<file path="src/hw/psc_params.svh">
// constants for the parallel signal change detector
`ifndef PSC_PARAMS_SVH
`define PSC_PARAMS_SVH

`define PSC_ADDR_W 8
`define PSC_DATA_W 8
`define PSC_SIG_W 4
`define PSC_OFS_FALL_EN 8'h2c
`define PSC_OFS_RISE_EN 8'h2d
`define PSC_OFS_STATUS 8'h2f
`define PSC_RST_FALL_EN 4'h0
`define PSC_RST_RISE_EN 4'h0
`define PSC_RST_STATUS 4'h0
`define PSC_RST_SIG 4'h0
`define PSC_UPPER_ZERO 4'h0
`define PSC_NO_LINES 4'h0
`define PSC_RST_IRQ 1'h0
`define PSC_DIR_RISE 1'h1
`define PSC_DIR_FALL 1'h0

`endif

</file>
<file path="src/hw/psc_pkg.sv">
// types shared by the parallel signal change detector
package psc_pkg;
  // bit 3 negotiation active, 2 init, 1 host busy, 0 host strobe
  typedef struct packed {
    logic negotiation_active_input;
    logic init_input;
    logic host_busy_input;
    logic host_strobe_input;
  } psc_sig_s;
endpackage

</file>
<file path="src/hw/psc_detect.sv">
// edge detection, status latching and signal-change interrupt for the parallel port inputs
`include "psc_params.svh"

module psc_detect
  import psc_pkg::*;
(
  input wire logic mclk,
  input wire logic rst_n,
  input wire logic manual_mode,
  input wire logic signal_change_irq_enable,
  input wire psc_sig_s sig_in,
  input wire logic reg_wr,
  input wire logic reg_rd,
  input wire logic [`PSC_ADDR_W-1:0] reg_addr,
  input wire logic [`PSC_DATA_W-1:0] reg_wdata,
  output logic [`PSC_DATA_W-1:0] reg_rdata_ff,
  output logic signal_change_irq_ff
);

  // ==========================================================
  // helpers
  // enabled lines that moved in the chosen direction since the last sample
  function automatic logic [`PSC_SIG_W-1:0] edge_hits(
    input logic [`PSC_SIG_W-1:0] now_lvl,
    input logic [`PSC_SIG_W-1:0] old_lvl,
    input logic [`PSC_SIG_W-1:0] enable,
    input logic rising
  );
    if (rising) begin
      edge_hits = now_lvl & ~old_lvl & enable;
    end else begin
      edge_hits = ~now_lvl & old_lvl & enable;
    end
  endfunction

  function automatic logic addr_is(
    input logic [`PSC_ADDR_W-1:0] addr,
    input logic [`PSC_ADDR_W-1:0] ofs
  );
    addr_is = (addr == ofs);
  endfunction

  // ==========================================================
  // input sampling
  psc_sig_s sig_prev_ff;
  logic [`PSC_SIG_W-1:0] rising_edge_enable_ff;
  logic [`PSC_SIG_W-1:0] falling_edge_enable_ff;
  logic [`PSC_SIG_W-1:0] signal_change_status_ff;
  logic [`PSC_SIG_W-1:0] rise_hit;
  logic [`PSC_SIG_W-1:0] fall_hit;
  logic [`PSC_SIG_W-1:0] nxt_status;
  logic wr_fall;
  logic wr_rise;
  logic wr_status;

  always_ff @(posedge mclk) begin
    if (!rst_n) begin
      // load the live levels so a line resting high gives no false edge after reset
      sig_prev_ff <= sig_in;
    end else begin
      sig_prev_ff <= sig_in;
    end
  end

  prev_track_a: assert property (@(posedge mclk) disable iff (!rst_n)
    sig_prev_ff == $past(sig_in))
    else $error("edge history does not follow the inputs");

  assign rise_hit = edge_hits(sig_in, sig_prev_ff, rising_edge_enable_ff, `PSC_DIR_RISE);
  assign fall_hit = edge_hits(sig_in, sig_prev_ff, falling_edge_enable_ff, `PSC_DIR_FALL);

  // ==========================================================
  // register writes
  assign wr_fall = reg_wr && addr_is(reg_addr, `PSC_OFS_FALL_EN);
  assign wr_rise = reg_wr && addr_is(reg_addr, `PSC_OFS_RISE_EN);
  assign wr_status = reg_wr && addr_is(reg_addr, `PSC_OFS_STATUS);

  always_ff @(posedge mclk) begin
    if (!rst_n) begin
      falling_edge_enable_ff <= `PSC_RST_FALL_EN;
    end else if (wr_fall) begin
      // upper bits are not stored, so they always read back zero
      falling_edge_enable_ff <= reg_wdata[`PSC_SIG_W-1:0];
    end
  end

  always_ff @(posedge mclk) begin
    if (!rst_n) begin
      rising_edge_enable_ff <= `PSC_RST_RISE_EN;
    end else if (wr_rise) begin
      rising_edge_enable_ff <= reg_wdata[`PSC_SIG_W-1:0];
    end
  end

  // ==========================================================
  // status latching: in manual mode, a new edge in the clearing cycle survives the clear
  always_comb begin
    nxt_status = wr_status ? `PSC_RST_STATUS : signal_change_status_ff;
    if (manual_mode) begin
      nxt_status = nxt_status | rise_hit | fall_hit;
    end
  end

  always_ff @(posedge mclk) begin
    if (!rst_n) begin
      signal_change_status_ff <= `PSC_RST_STATUS;
    end else begin
      signal_change_status_ff <= nxt_status;
    end
  end

  // ==========================================================
  // interrupt: one-cycle pulse per cycle with an enabled falling edge in manual mode
  always_ff @(posedge mclk) begin
    if (!rst_n) begin
      signal_change_irq_ff <= `PSC_RST_IRQ;
    end else begin
      signal_change_irq_ff <= manual_mode && signal_change_irq_enable
                              && (|fall_hit);
    end
  end

  // ==========================================================
  // read data, registered one cycle after the read strobe
  always_ff @(posedge mclk) begin
    if (!rst_n) begin
      reg_rdata_ff <= {`PSC_UPPER_ZERO, `PSC_RST_STATUS};
    end else if (reg_rd) begin
      unique case (reg_addr)
        `PSC_OFS_FALL_EN: reg_rdata_ff <= {`PSC_UPPER_ZERO, falling_edge_enable_ff};
        `PSC_OFS_RISE_EN: reg_rdata_ff <= {`PSC_UPPER_ZERO, rising_edge_enable_ff};
        `PSC_OFS_STATUS: reg_rdata_ff <= {`PSC_UPPER_ZERO, signal_change_status_ff};
        default: reg_rdata_ff <= {`PSC_UPPER_ZERO, `PSC_RST_STATUS};
      endcase
    end
  end

  // ==========================================================
  // checks
  upper_zero_a: assert property (@(posedge mclk) disable iff (!rst_n)
    reg_rdata_ff[`PSC_DATA_W-1:`PSC_SIG_W] == `PSC_UPPER_ZERO)
    else $error("upper read bits not zero");

  status_clear_a: assert property (@(posedge mclk) disable iff (!rst_n)
    (wr_status && !manual_mode) |=> signal_change_status_ff == `PSC_RST_STATUS)
    else $error("status not cleared by write");

  status_wipe_a: assert property (@(posedge mclk) disable iff (!rst_n)
    (wr_status && rise_hit == `PSC_NO_LINES && fall_hit == `PSC_NO_LINES)
      |=> signal_change_status_ff == `PSC_RST_STATUS)
    else $error("quiet status write left bits set");

  clear_race_a: assert property (@(posedge mclk) disable iff (!rst_n)
    (wr_status && manual_mode)
      |=> signal_change_status_ff == ($past(rise_hit) | $past(fall_hit)))
    else $error("edge in clearing cycle lost or old bit kept");

  fall_latch_a: assert property (@(posedge mclk) disable iff (!rst_n)
    (manual_mode && |fall_hit)
      |=> ((signal_change_status_ff & $past(fall_hit)) == $past(fall_hit)))
    else $error("falling edge not latched");

  rise_latch_a: assert property (@(posedge mclk) disable iff (!rst_n)
    (manual_mode && |rise_hit)
      |=> ((signal_change_status_ff & $past(rise_hit)) == $past(rise_hit)))
    else $error("rising edge not latched");

  irq_cause_a: assert property (@(posedge mclk) disable iff (!rst_n)
    signal_change_irq_ff |-> $past(manual_mode) && $past(signal_change_irq_enable))
    else $error("interrupt without manual mode and enable");

  irq_edge_a: assert property (@(posedge mclk) disable iff (!rst_n)
    signal_change_irq_ff |-> $past(fall_hit) != `PSC_NO_LINES)
    else $error("interrupt without an enabled falling edge");

  irq_fire_a: assert property (@(posedge mclk) disable iff (!rst_n)
    (manual_mode && signal_change_irq_enable && |fall_hit) |=> signal_change_irq_ff)
    else $error("enabled falling edge gave no interrupt");

  irq_quiet_a: assert property (@(posedge mclk) disable iff (!rst_n)
    !manual_mode |=> !signal_change_irq_ff)
    else $error("interrupt outside manual mode");

  no_manual_a: assert property (@(posedge mclk) disable iff (!rst_n)
    (!manual_mode && !wr_status) |=> $stable(signal_change_status_ff))
    else $error("status changed outside manual mode");

  status_hold_a: assert property (@(posedge mclk) disable iff (!rst_n)
    (!wr_status) |=> ((signal_change_status_ff & $past(signal_change_status_ff))
                      == $past(signal_change_status_ff)))
    else $error("status bit dropped without a write");

  fall_rdback_a: assert property (@(posedge mclk) disable iff (!rst_n)
    (reg_rd && reg_addr == `PSC_OFS_FALL_EN && !wr_fall)
      |=> reg_rdata_ff == {`PSC_UPPER_ZERO, falling_edge_enable_ff})
    else $error("falling enable readback wrong");

  fall_hold_a: assert property (@(posedge mclk) disable iff (!rst_n)
    !wr_fall |=> $stable(falling_edge_enable_ff))
    else $error("falling enable changed without a write");

  rise_rdback_a: assert property (@(posedge mclk) disable iff (!rst_n)
    (reg_rd && addr_is(reg_addr, `PSC_OFS_RISE_EN) && !wr_rise)
      |=> reg_rdata_ff == {`PSC_UPPER_ZERO, rising_edge_enable_ff})
    else $error("rising enable readback wrong");

  rise_hold_a: assert property (@(posedge mclk) disable iff (!rst_n)
    !wr_rise |=> $stable(rising_edge_enable_ff))
    else $error("rising enable changed without a write");

  stat_rdback_a: assert property (@(posedge mclk) disable iff (!rst_n)
    (reg_rd && addr_is(reg_addr, `PSC_OFS_STATUS))
      |=> reg_rdata_ff == {`PSC_UPPER_ZERO, $past(signal_change_status_ff)})
    else $error("status readback wrong");

  unmapped_rd_a: assert property (@(posedge mclk) disable iff (!rst_n)
    (reg_rd && !addr_is(reg_addr, `PSC_OFS_FALL_EN) && !addr_is(reg_addr, `PSC_OFS_RISE_EN)
      && !addr_is(reg_addr, `PSC_OFS_STATUS)) |=> reg_rdata_ff == {`PSC_UPPER_ZERO, `PSC_NO_LINES})
    else $error("unmapped read not zero");

  rdata_hold_a: assert property (@(posedge mclk) disable iff (!rst_n)
    !reg_rd |=> $stable(reg_rdata_ff))
    else $error("read data changed without a read");

endmodule // psc_detect

</file>
<file path="config.mk">
export PLATFORM = sky130hd
export DESIGN_NAME = psc_detect
export DESIGN_NICKNAME = d
export VERILOG_FILES = /design/src/hw/psc_pkg.sv /design/src/hw/psc_detect.sv
export VERILOG_INCLUDE_DIRS = /design/src /design/src/hw
export SDC_FILE = /design/constraint.sdc
export NUM_CORES = 1
export LEC_CHECK = 0
export ABC_AREA = 1
export BUFFER_PORTS_ARGS = -buffer_cell sky130_fd_sc_hd__buf_2
export CAP_MARGIN = 10
export CORE_MARGIN = 1.5
export CORE_UTILIZATION = 30
export DETAILED_ROUTE_END_ITERATION = 7
export SYNTH_ARGS = -nofsm -noshare
export SYNTH_HDL_FRONTEND = slang
export SYNTH_SLANG_ARGS = --single-unit
</file>
<file path="constraint.sdc">
create_clock -name mclk -period 1.9 [get_ports mclk]
set_input_delay 0.095 -clock mclk [delete_from_list [all_inputs] [get_ports mclk]]
set_output_delay 0.095 -clock mclk [all_outputs]
set_load 0.1 [all_outputs]
</file>
==> flow_summary.json, run 1 <==
{
  "routed-via-count": 890,
  "max_stage_delay_ns": 0.42,
  "rsz0062_at_grt": "false",
  "status": "finished, final reports clean",
  "wire_per_inst_um": 10.0,
  "cts_root_buf": "clkbuf_4",
  "ioPinCount": 35,
  "clock_power_share": 0.291,
  "die_h_um": 59.4,
  "path_buf_inv": 1,
  "numCtsBuffers": 3,
  "vdd_drop_max_uv": 549,
  "min-delay-start": "signal_change_irq_enable",
  "hold_viol": 0,
  "hpwlAfterDp_mm": 1.65,
  "period_needed_ns": 1.17,
  "grt_busiest_layer": "met2",
  "syn-cell-area_um2": 953,
  "synth_top_area_frac": 0.441,
  "drive_gt1_frac": 0.224,
  "endpoint_kind": "output pin",
  "worst-endpoint-arrival_ns": 1.07,
  "numPortBuffers": 26,
  "htree_num_levels": 1,
  "comb_power_share": 0.125,
  "grt_pass1_wl_mm": 3.53,
  "yosys-top-cells-area": "dfxtp_1 (44%), nand2_1 (10%), nand3_1 (10%)",
  "floorplan.initialDensity": 0.315,
  "switchingPower_mw": 0.213,
  "n_antenna_cell": 0,
  "gp_congestion": 0.746,
  "crit_path_start": "reg_rdata_ff[1]$_SDFFE_PN0P_",
  "grt_usage": 0.134,
  "syn_to_final_growth_pct": 23.2,
  "p_leak_nw": 0.496,
  "vias_per_cell": 4.34,
  "ys_ff_latch": 21,
  "insertion_delay_ns": 0.30,
  "met3_usage": 0.0480,
  "grt.met2_usage": 0.220,
  "grt_max_degree": 16,
  "yosysTopAreaCell": "dfxtp_1",
  "yosysSeqAreaShare": 0.441,
  "fillers": 326,
  "p_sw_frac": 0.278,
  "slew_violations": 0,
  "grt-ovfl-total": 0,
  "critPathMaxFanout": 2,
  "cts_resized": 0,
  "dieWidth_um": 59.4,
  "crit_slowest_cell": "buf_2",
  "seq_power_share": 0.584,
  "crit_required_ns": 1.80,
  "antenna_found_initial": 0,
  "reg2reg_from": "falling_edge_enable_ff[3]$_SDFFE_PN0P_",
  "worstPathCellList": "buf_2",
  "clock.fmax_ghz": 0.856,
  "drcViolationCount": 0,
  "multi_input_area_um2": 443,
  "rows": 20,
  "syn_inst": 130,
  "clk_pin_slew_ns": 0.13,
  "post-route-period-util": 0.615,
  "finalSetupTns_ns": 0,
  "core-area_um2": 3030,
  "crit_type": "reg -> out",
  "fin_util": 0.388,
  "ff_latch_area_um2": 420,
  "grt_pass1_vias": 823,
  "avgSynthCellArea_um2": 7.33,
  "dieArea_um2": 3530,
  "p_int_mw": 0.553,
  "antenna_left": 0,
  "drt_pass1_iterations": 4,
  "ys.warnings.count": 0,
  "power_density_nw_per_um2": 652,
  "clock_skew_ns": 0.00556,
  "drv_cap": 0,
  "fin_nets": 188,
  "min_path_type": "in -> reg",
  "setup_viol": 0,
  "routed_wl_mm": 2.06,
  "drtIter0Drc": 23,
  "clock-sinks": 21,
  "clockBufferDepth": 2,
  "use_met1": 0.168,
  "cp_top_family": "buffers and inverters",
  "cts_tree": "done",
  "ys_types": 17,
  "critPathLaunchType": "flop"
}
-- metal layers --
metal,vias up,wire length [um],part of all wire
met1,386,977,0.47
met4,0,13,0.0063
met5,-,0,0
li1,478,-,-
met2,24,959,0.47
met3,2,107,0.052
-- metrics by stage --
step	power (mW)	hold slack (ns)	instances	cell area, um^2	worst slack (ns)
finish	0.766	0.0278	205	1170	0.732
CTS	0.774	0.0216	205	1170	0.719
detailed placement	0.547	0.229	197	1100	0.570
floorplan	0.523	0.123	133	965	0.652
global placement	0.545	0.226	197	1100	0.607
global route	0.808	0.0109	205	1170	0.682
-- synthesized netlist by cell type (all sizes together) --
cell    count
inv        15
conb        1
o21ai       9
a22oi       3
a21oi      13
nand3      20
buf         5
nand2      27
nor2       14
dfxtp      21
a41oi       1
clkbuf      1
-- power by group through the flow --
stage          clock network (mW)  registers [mW]  logic, mW
2_1_floorplan                   0           0.457     0.0659
3_3_place_gp                    0           0.457     0.0880
3_5_place_dp                    0           0.457     0.0900
4_1_cts                     0.230           0.448     0.0964
5_1_grt                     0.254           0.449      0.104
6_report                    0.223           0.448     0.0956
-- path summary, 6_finish.rpt --
check | to | slack (ns) | depth (start not counted)
worst min-delay path | signal_change_irq_ff$_SDFF_PN0_ | 0.03 | 3
worst min register to register | reg_rdata_ff[3]$_SDFFE_PN0P_ | 0.47 | 2
worst max-delay path | reg_rdata_ff[1] | 0.73 | 1
worst max register to register | signal_change_status_ff[3]$_SDFF_PN0_ | 0.95 | 6
-- layout by cell type, fill, tap and decap left out, drive strengths merged, types with 3 or more instances in the layout --
cell type,n
nand2,27
buf,26
dfxtp,21
nand3,20
inv,15
nor2,14
a21oi,13
o21ai,9
conb,4
dlygate4sd3,4
a22oi,3
clkbuf,3
-- logic make-up after synthesis --
logic type / share of synthesized area
other: 0.00393
DFF: 0.441
AOI/OAI and AO/OA: 0.148
and+or+nand+nor: 0.301
buffers and inverters: 0.106
-- worst register-to-register path: stages (launching register included) --
cell and delay, ns:
dfxtp_1 0.38, inv_1 0.06, nor2_1 0.08, nand2_1 0.06, o21ai_0 0.09, nand2_1 0.07
a21oi_1 0.14
-- cell type report --
class,instances,share of cell area
Sequential cell,21,0.358
Timing Repair Buffer,30,0.145
Clock inverter,1,0.00639
Inverter,15,0.0479
Tap cell,44,0.0469
Clock buffer,3,0.0192
Multi-Input combinational cell,91,0.377
-- timing repair --
item                                    in CTS  in global routing
hold buffers                                 4                  0
endpoints found under the hold margin        4                  0
setup buffers                                0                  0
endpoints found under the setup margin       0                  0
-- state kept, by name, summed over array words and instances, names as in the netlist --
signal                   count
signal_change_status_ff      4
reg_rdata_ff                 4
signal_change_irq_ff         1
sig_prev_ff                  4
falling_edge_enable_ff       4
rising_edge_enable_ff        4
Note: power is estimated with default switching activity, not from simulation.
==> inputs of run 2 (changes only) <==
Clock period 1.9 ns to 1.2 ns, I/O delays scaled along.
==> run 2 against run 1 <==
Effect of this change:
- highest routed layer unchanged
- hold slack lost 0.012 ns
- clock skew decreased by 0.0018 ns
- combinational power up 67%
- worst setup slack worse by 0.67 ns
- critical path depth unchanged
- largest cell class unchanged
- sequential power rose by 58%
- cell count grew 2.0%
- clock power grew 54%
- register-to-register slack worse by 0.68 ns
- non-clock buffer count is 4 higher
==> flow_summary.json, run 2 (synthesized netlist as in run 1, its figures left out) <==
{
  "status": "finished, final reports clean",
  "drive_gt1_frac": 0.261,
  "fin_area_um2": 1210,
  "endpoint_kind": "output pin",
  "drtIter0Drc": 22,
  "dieArea_um2": 3530,
  "floorplan.initialDensity": 0.315,
  "hold_viol": 0,
  "clk_pin_slew_ns": 0.12,
  "place_ws_ns": 0.0747,
  "drt_pass1_iterations": 4,
  "max_stage_delay_ns": 0.42,
  "hpwlAfterDp_mm": 1.69,
  "p_leak_nw": 0.522,
  "insertion_delay_ns": 0.31,
  "rsz0062_at_grt": "false",
  "power_density_nw_per_um2": 1000,
  "die_h_um": 59.4,
  "dieWidth_um": 59.4,
  "clock_skew_ns": 0.00375,
  "drv_cap": 0,
  "crit_slowest_cell": "buf_2",
  "gp_congestion": 0.821,
  "mostFrequentLayoutCells": "nand2_1 (26), buf_2 (26), nand3_1 (19), dfxtp_1 (17), inv_1 (15)",
  "routed_wl_mm": 2.15,
  "numCtsBuffers": 3,
  "setup_viol": 0,
  "ff_latch_area_um2": 425,
  "grt_usage": 0.133,
  "path_buf_inv": 1,
  "grt_pass1_wl_mm": 3.52,
  "postCtsSetupRepairBufs": 0,
  "cp_top_family": "buffers and inverters",
  "post-route-period-util": 0.945,
  "critPathLaunchType": "flop",
  "cts_root_buf": "clkbuf_4",
  "vdd_drop_max_uv": 439,
  "grt-ovfl-total": 0,
  "worst-endpoint-arrival_ns": 1.07,
  "m1WireLength_mm": 1.00,
  "numPortBuffers": 26,
  "vias_per_cell": 4.58,
  "crit_type": "reg -> out",
  "clock-sinks": 21,
  "antenna_found_initial": 0,
  "worstPathCellList": "buf_2",
  "dr_wl_met2_mm": 1.02,
  "clockBufferDepth": 2,
  "antenna_left": 0,
  "crit_required_ns": 1.14,
  "htree_num_levels": 1,
  "ioPinCount": 35,
  "period_needed_ns": 1.13,
  "core-area_um2": 3030,
  "setup_ws_ns": 0.0657,
  "crit_path_start": "reg_rdata_ff[0]$_SDFFE_PN0P_",
  "routed-via-count": 958,
  "reg2reg_from": "falling_edge_enable_ff[0]$_SDFFE_PN0P_",
  "fillers": 326,
  "clock.fmax_ghz": 0.882,
  "n_antenna_cell": 0,
  "drcViolationCount": 0,
  "min-delay-start": "reg_rd",
  "grt_max_degree": 13,
  "wire_per_inst_um": 10.3,
  "wl_met3_um": 91,
  "fin_nets": 192,
  "highest_layer": "met4",
  "cts_resized": 0,
  "grt_pass1_vias": 826,
  "finalSetupTns_ns": 0,
  "syn_to_final_growth_pct": 26.9,
  "slew_violations": 0,
  "rows": 20,
  "cts_tree": "done",
  "cts_hold_buf": 5,
  "multi_input_area_um2": 443,
  "min_path_type": "in -> reg",
  "postPlaceCellArea_um2": 1130,
  "critPathMaxFanout": 2
}
[run 2: cell count changes in the layout (fill, tap and decap cells not counted), sizes merged]
| cell | change |
|---|---|
| buf | +3 |
| clkinv | +1 |
| clkinvlp | -1 |
| dlygate4sd3 | +1 |
[run 2: path summary, 6_finish.rpt]
path                                                end  slack [ns]  cells after the start
setup reg to reg  signal_change_status_ff[0]$_SDFF_PN0_        0.27                      6
hold reg to reg            reg_rdata_ff[3]$_SDFFE_PN0P_        0.47                      2
setup / recovery                        reg_rdata_ff[0]        0.07                      1
hold / removal             reg_rdata_ff[2]$_SDFFE_PN0P_        0.02                      3
[run 2: cell type report]
| type | count | share of cell area |
|---|---|---|
| clock buffers | 3 | 0.0186 |
| clock inverters | 1 | 0.00414 |
| inverters | 15 | 0.0465 |
| multi-input cells | 91 | 0.366 |
| flip-flops and latches | 21 | 0.352 |
| well taps | 44 | 0.0455 |
| repair buffers | 34 | 0.168 |
[run 2: per-stage QoR]
stage / utilization / total power, mW / cells / hold WS (ns)
floorplan: - / 0.828 / 133 / 0.0877
global placement: 0.374 / 0.868 / 200 / 0.192
detailed placement: 0.374 / 0.872 / 200 / 0.196
CTS: 0.400 / 1.23 / 209 / 0.00723
global route: 0.400 / 1.27 / 209 / 0.0121
finish: 0.400 / 1.21 / 209 / 0.0161
[run 2: metal layers]
metal | GRT usage | vias up
met5 | 0 | -
met4 | 0.0584 | 0
met3 | 0.0262 | 5
met2 | 0.224 | 30
met1 | 0.162 | 435
li1 | - | 488
[run 2: where the power goes]
part / total, mW / internal, mW / switching [mW] / leakage, nW
clock: 0.344 / 0.125 / 0.219 / 0.0177
combinational: 0.160 / 0.0491 / 0.111 / 0.331
sequential: 0.708 / 0.705 / 0.00376 / 0.173
total: 1.21 / 0.878 / 0.334 / 0.522
==> inputs of run 3 (changes only) <==
==> constraint.sdc (replaced) <==
create_clock -name mclk -period 1.2 [get_ports mclk]
set_input_delay 0.18 -clock mclk [delete_from_list [all_inputs] [get_ports mclk]]
set_output_delay 0.18 -clock mclk [all_outputs]
set_load 0.1 [all_outputs]
==> run 3 against run 2 <==
Effect of this change:
- sequential power is essentially flat
- register-to-register slack about the same
- global-route usage decreased by 0.55 points
- flip-flop and latch count stayed put
- maximum frequency rose by 8.7%
- first-iteration DRC count fell by 18%
- sequential share of layout area fell by 2.2 points
- largest cell class unchanged
- largest power group unchanged
==> flow_summary.json, run 3 (synthesized netlist as in run 1, its figures left out) <==
{
  "slew_violations": 0,
  "reg2reg_from": "falling_edge_enable_ff[0]$_SDFFE_PN0P_",
  "cp_top_family": "flip-flops",
  "crit_slowest_cell": "dfxtp_1",
  "gp_congestion": 0.828,
  "clock.fmax_ghz": 0.958,
  "period_needed_ns": 1.04,
  "clockBufferDepth": 2,
  "numCtsBuffers": 3,
  "floorplan.initialDensity": 0.315,
  "rows": 20,
  "antenna_found_initial": 0,
  "drcViolationCount": 0,
  "final_common_cell": "nand2_1",
  "max_stage_delay_ns": 0.38,
  "grt-ovfl-total": 0,
  "crit_required_ns": 1.02,
  "critPathLaunchType": "flop",
  "reg2reg_to": "signal_change_status_ff[0]$_SDFF_PN0_",
  "postCtsSetupRepairBufs": 0,
  "n_antenna_cell": 0,
  "p_leak_nw": 0.539,
  "syn_to_final_growth_pct": 35.3,
  "setup_viol": 0,
  "worst-endpoint-arrival_ns": 0.86,
  "core-area_um2": 3030,
  "hold_viol": 0,
  "cts_root_buf": "clkbuf_4",
  "routed-via-count": 931,
  "power_density_nw_per_um2": 931,
  "drive_gt1_frac": 0.271,
  "drt_pass1_iterations": 4,
  "min-delay-start": "signal_change_irq_enable",
  "grt_pass1_vias": 853,
  "insertion_delay_ns": 0.30,
  "vdd_drop_max_uv": 534,
  "mostFrequentLayoutCells": "nand2_1 (26), buf_2 (21), nand3_1 (19), dfxtp_1 (17), inv_1 (15)",
  "grt_usage": 0.127,
  "grt_max_degree": 13,
  "power_mw": 1.20,
  "hold_depth": 3,
  "drv_cap": 0,
  "rr_worst_depth": 6,
  "status": "finished, final reports clean",
  "clock_skew_ns": 0.00721,
  "grt_pass1_wl_mm": 3.48,
  "rsz0062_at_grt": "false",
  "dieWidth_um": 59.4,
  "numPortBuffers": 26,
  "clk_pin_slew_ns": 0.12,
  "die_h_um": 59.4,
  "fin_nets": 193,
  "clock-sinks": 21,
  "vias_per_cell": 4.43,
  "dieArea_um2": 3530,
  "routed_wl_mm": 2.11,
  "worst_hold_path.endpoint": "signal_change_irq_ff$_SDFF_PN0_",
  "post-route-period-util": 0.870,
  "r2r_slack_ns": 0.27,
  "drtIter0Drc": 18,
  "crit_type": "reg -> out",
  "htree_num_levels": 1,
  "wire_per_inst_um": 10.1,
  "endpoint_kind": "output pin",
  "ioPinCount": 35,
  "fin_cells": 210,
  "hpwlAfterDp_mm": 1.68,
  "dp_cells": 202,
  "critPathMaxFanout": 1,
  "cts_tree": "done",
  "antenna_left": 0,
  "worstPathCellList": "buf_12",
  "min_path_type": "in -> reg",
  "path_buf_inv": 1
}
## run 3: area by class of cell
cell class	count	area, um^2
clock buffer	3	22.5
clock inverter	1	5.00
fill	318	1740
inverter	15	56.3
multi-input combinational	91	443
sequential	21	425
tap	44	55.1
timing repair buffer	35	283
## run 3: worst max-delay path by stage
stage	start	endpoint	slack [ns]	depth (start not counted)
final	signal_change_irq_ff$_SDFF_PN0_	signal_change_irq_ff	0.16	1
after global routing	sig_in[3]	signal_change_status_ff[3]$_SDFF_PN0_	0.02	7
after global placement	reg_addr[4]	falling_edge_enable_ff[2]$_SDFFE_PN0P_	0.02	7
after floorplan	signal_change_irq_ff$_SDFF_PN0_	signal_change_irq_ff	0.11	0
after detailed placement	reg_addr[4]	falling_edge_enable_ff[3]$_SDFFE_PN0P_	-0.01	7
after CTS	signal_change_irq_ff$_SDFF_PN0_	signal_change_irq_ff	0.14	1
## run 3: per-layer routing
metal  global-route usage  up-vias  routed length (um)  share of wire
met2                0.221       35                 991           0.47
met3               0.0240        8                 137          0.065
li1                     -      491                   -              -
met1                0.155      397                 933           0.44
met4               0.0455        0                  48          0.023
met5                    0        -                   0              0
## run 3: per-stage QoR
stage | TNS, ns | hold WS, ns | setup WS (ns) | utilization | instance area (um^2)
after floorplan | 0 | 0.208 | 0.111 | - | 970
after global placement | 0 | 0.311 | 0.0206 | 0.404 | 1220
after detailed placement | -0.0139 | 0.316 | -0.0133 | 0.404 | 1220
after CTS | 0 | 0.00430 | 0.144 | 0.423 | 1280
after global routing | 0 | 0.137 | 0.0224 | 0.426 | 1290
final | 0 | 0.128 | 0.156 | 0.426 | 1290
## run 3: timing repair
| item | in CTS | in global routing |
|---|---|---|
| resized for setup | 0 | 0 |
| hold buffers | 3 | 1 |
| hold endpoints to repair | 3 | 1 |
## run 3: power breakdown
group          total (mW)  switching (mW)  leakage [nW]  internal (mW)
combinational       0.157           0.110         0.348         0.0471
sequential          0.709         0.00407         0.173          0.705
clock               0.336           0.212        0.0177          0.124
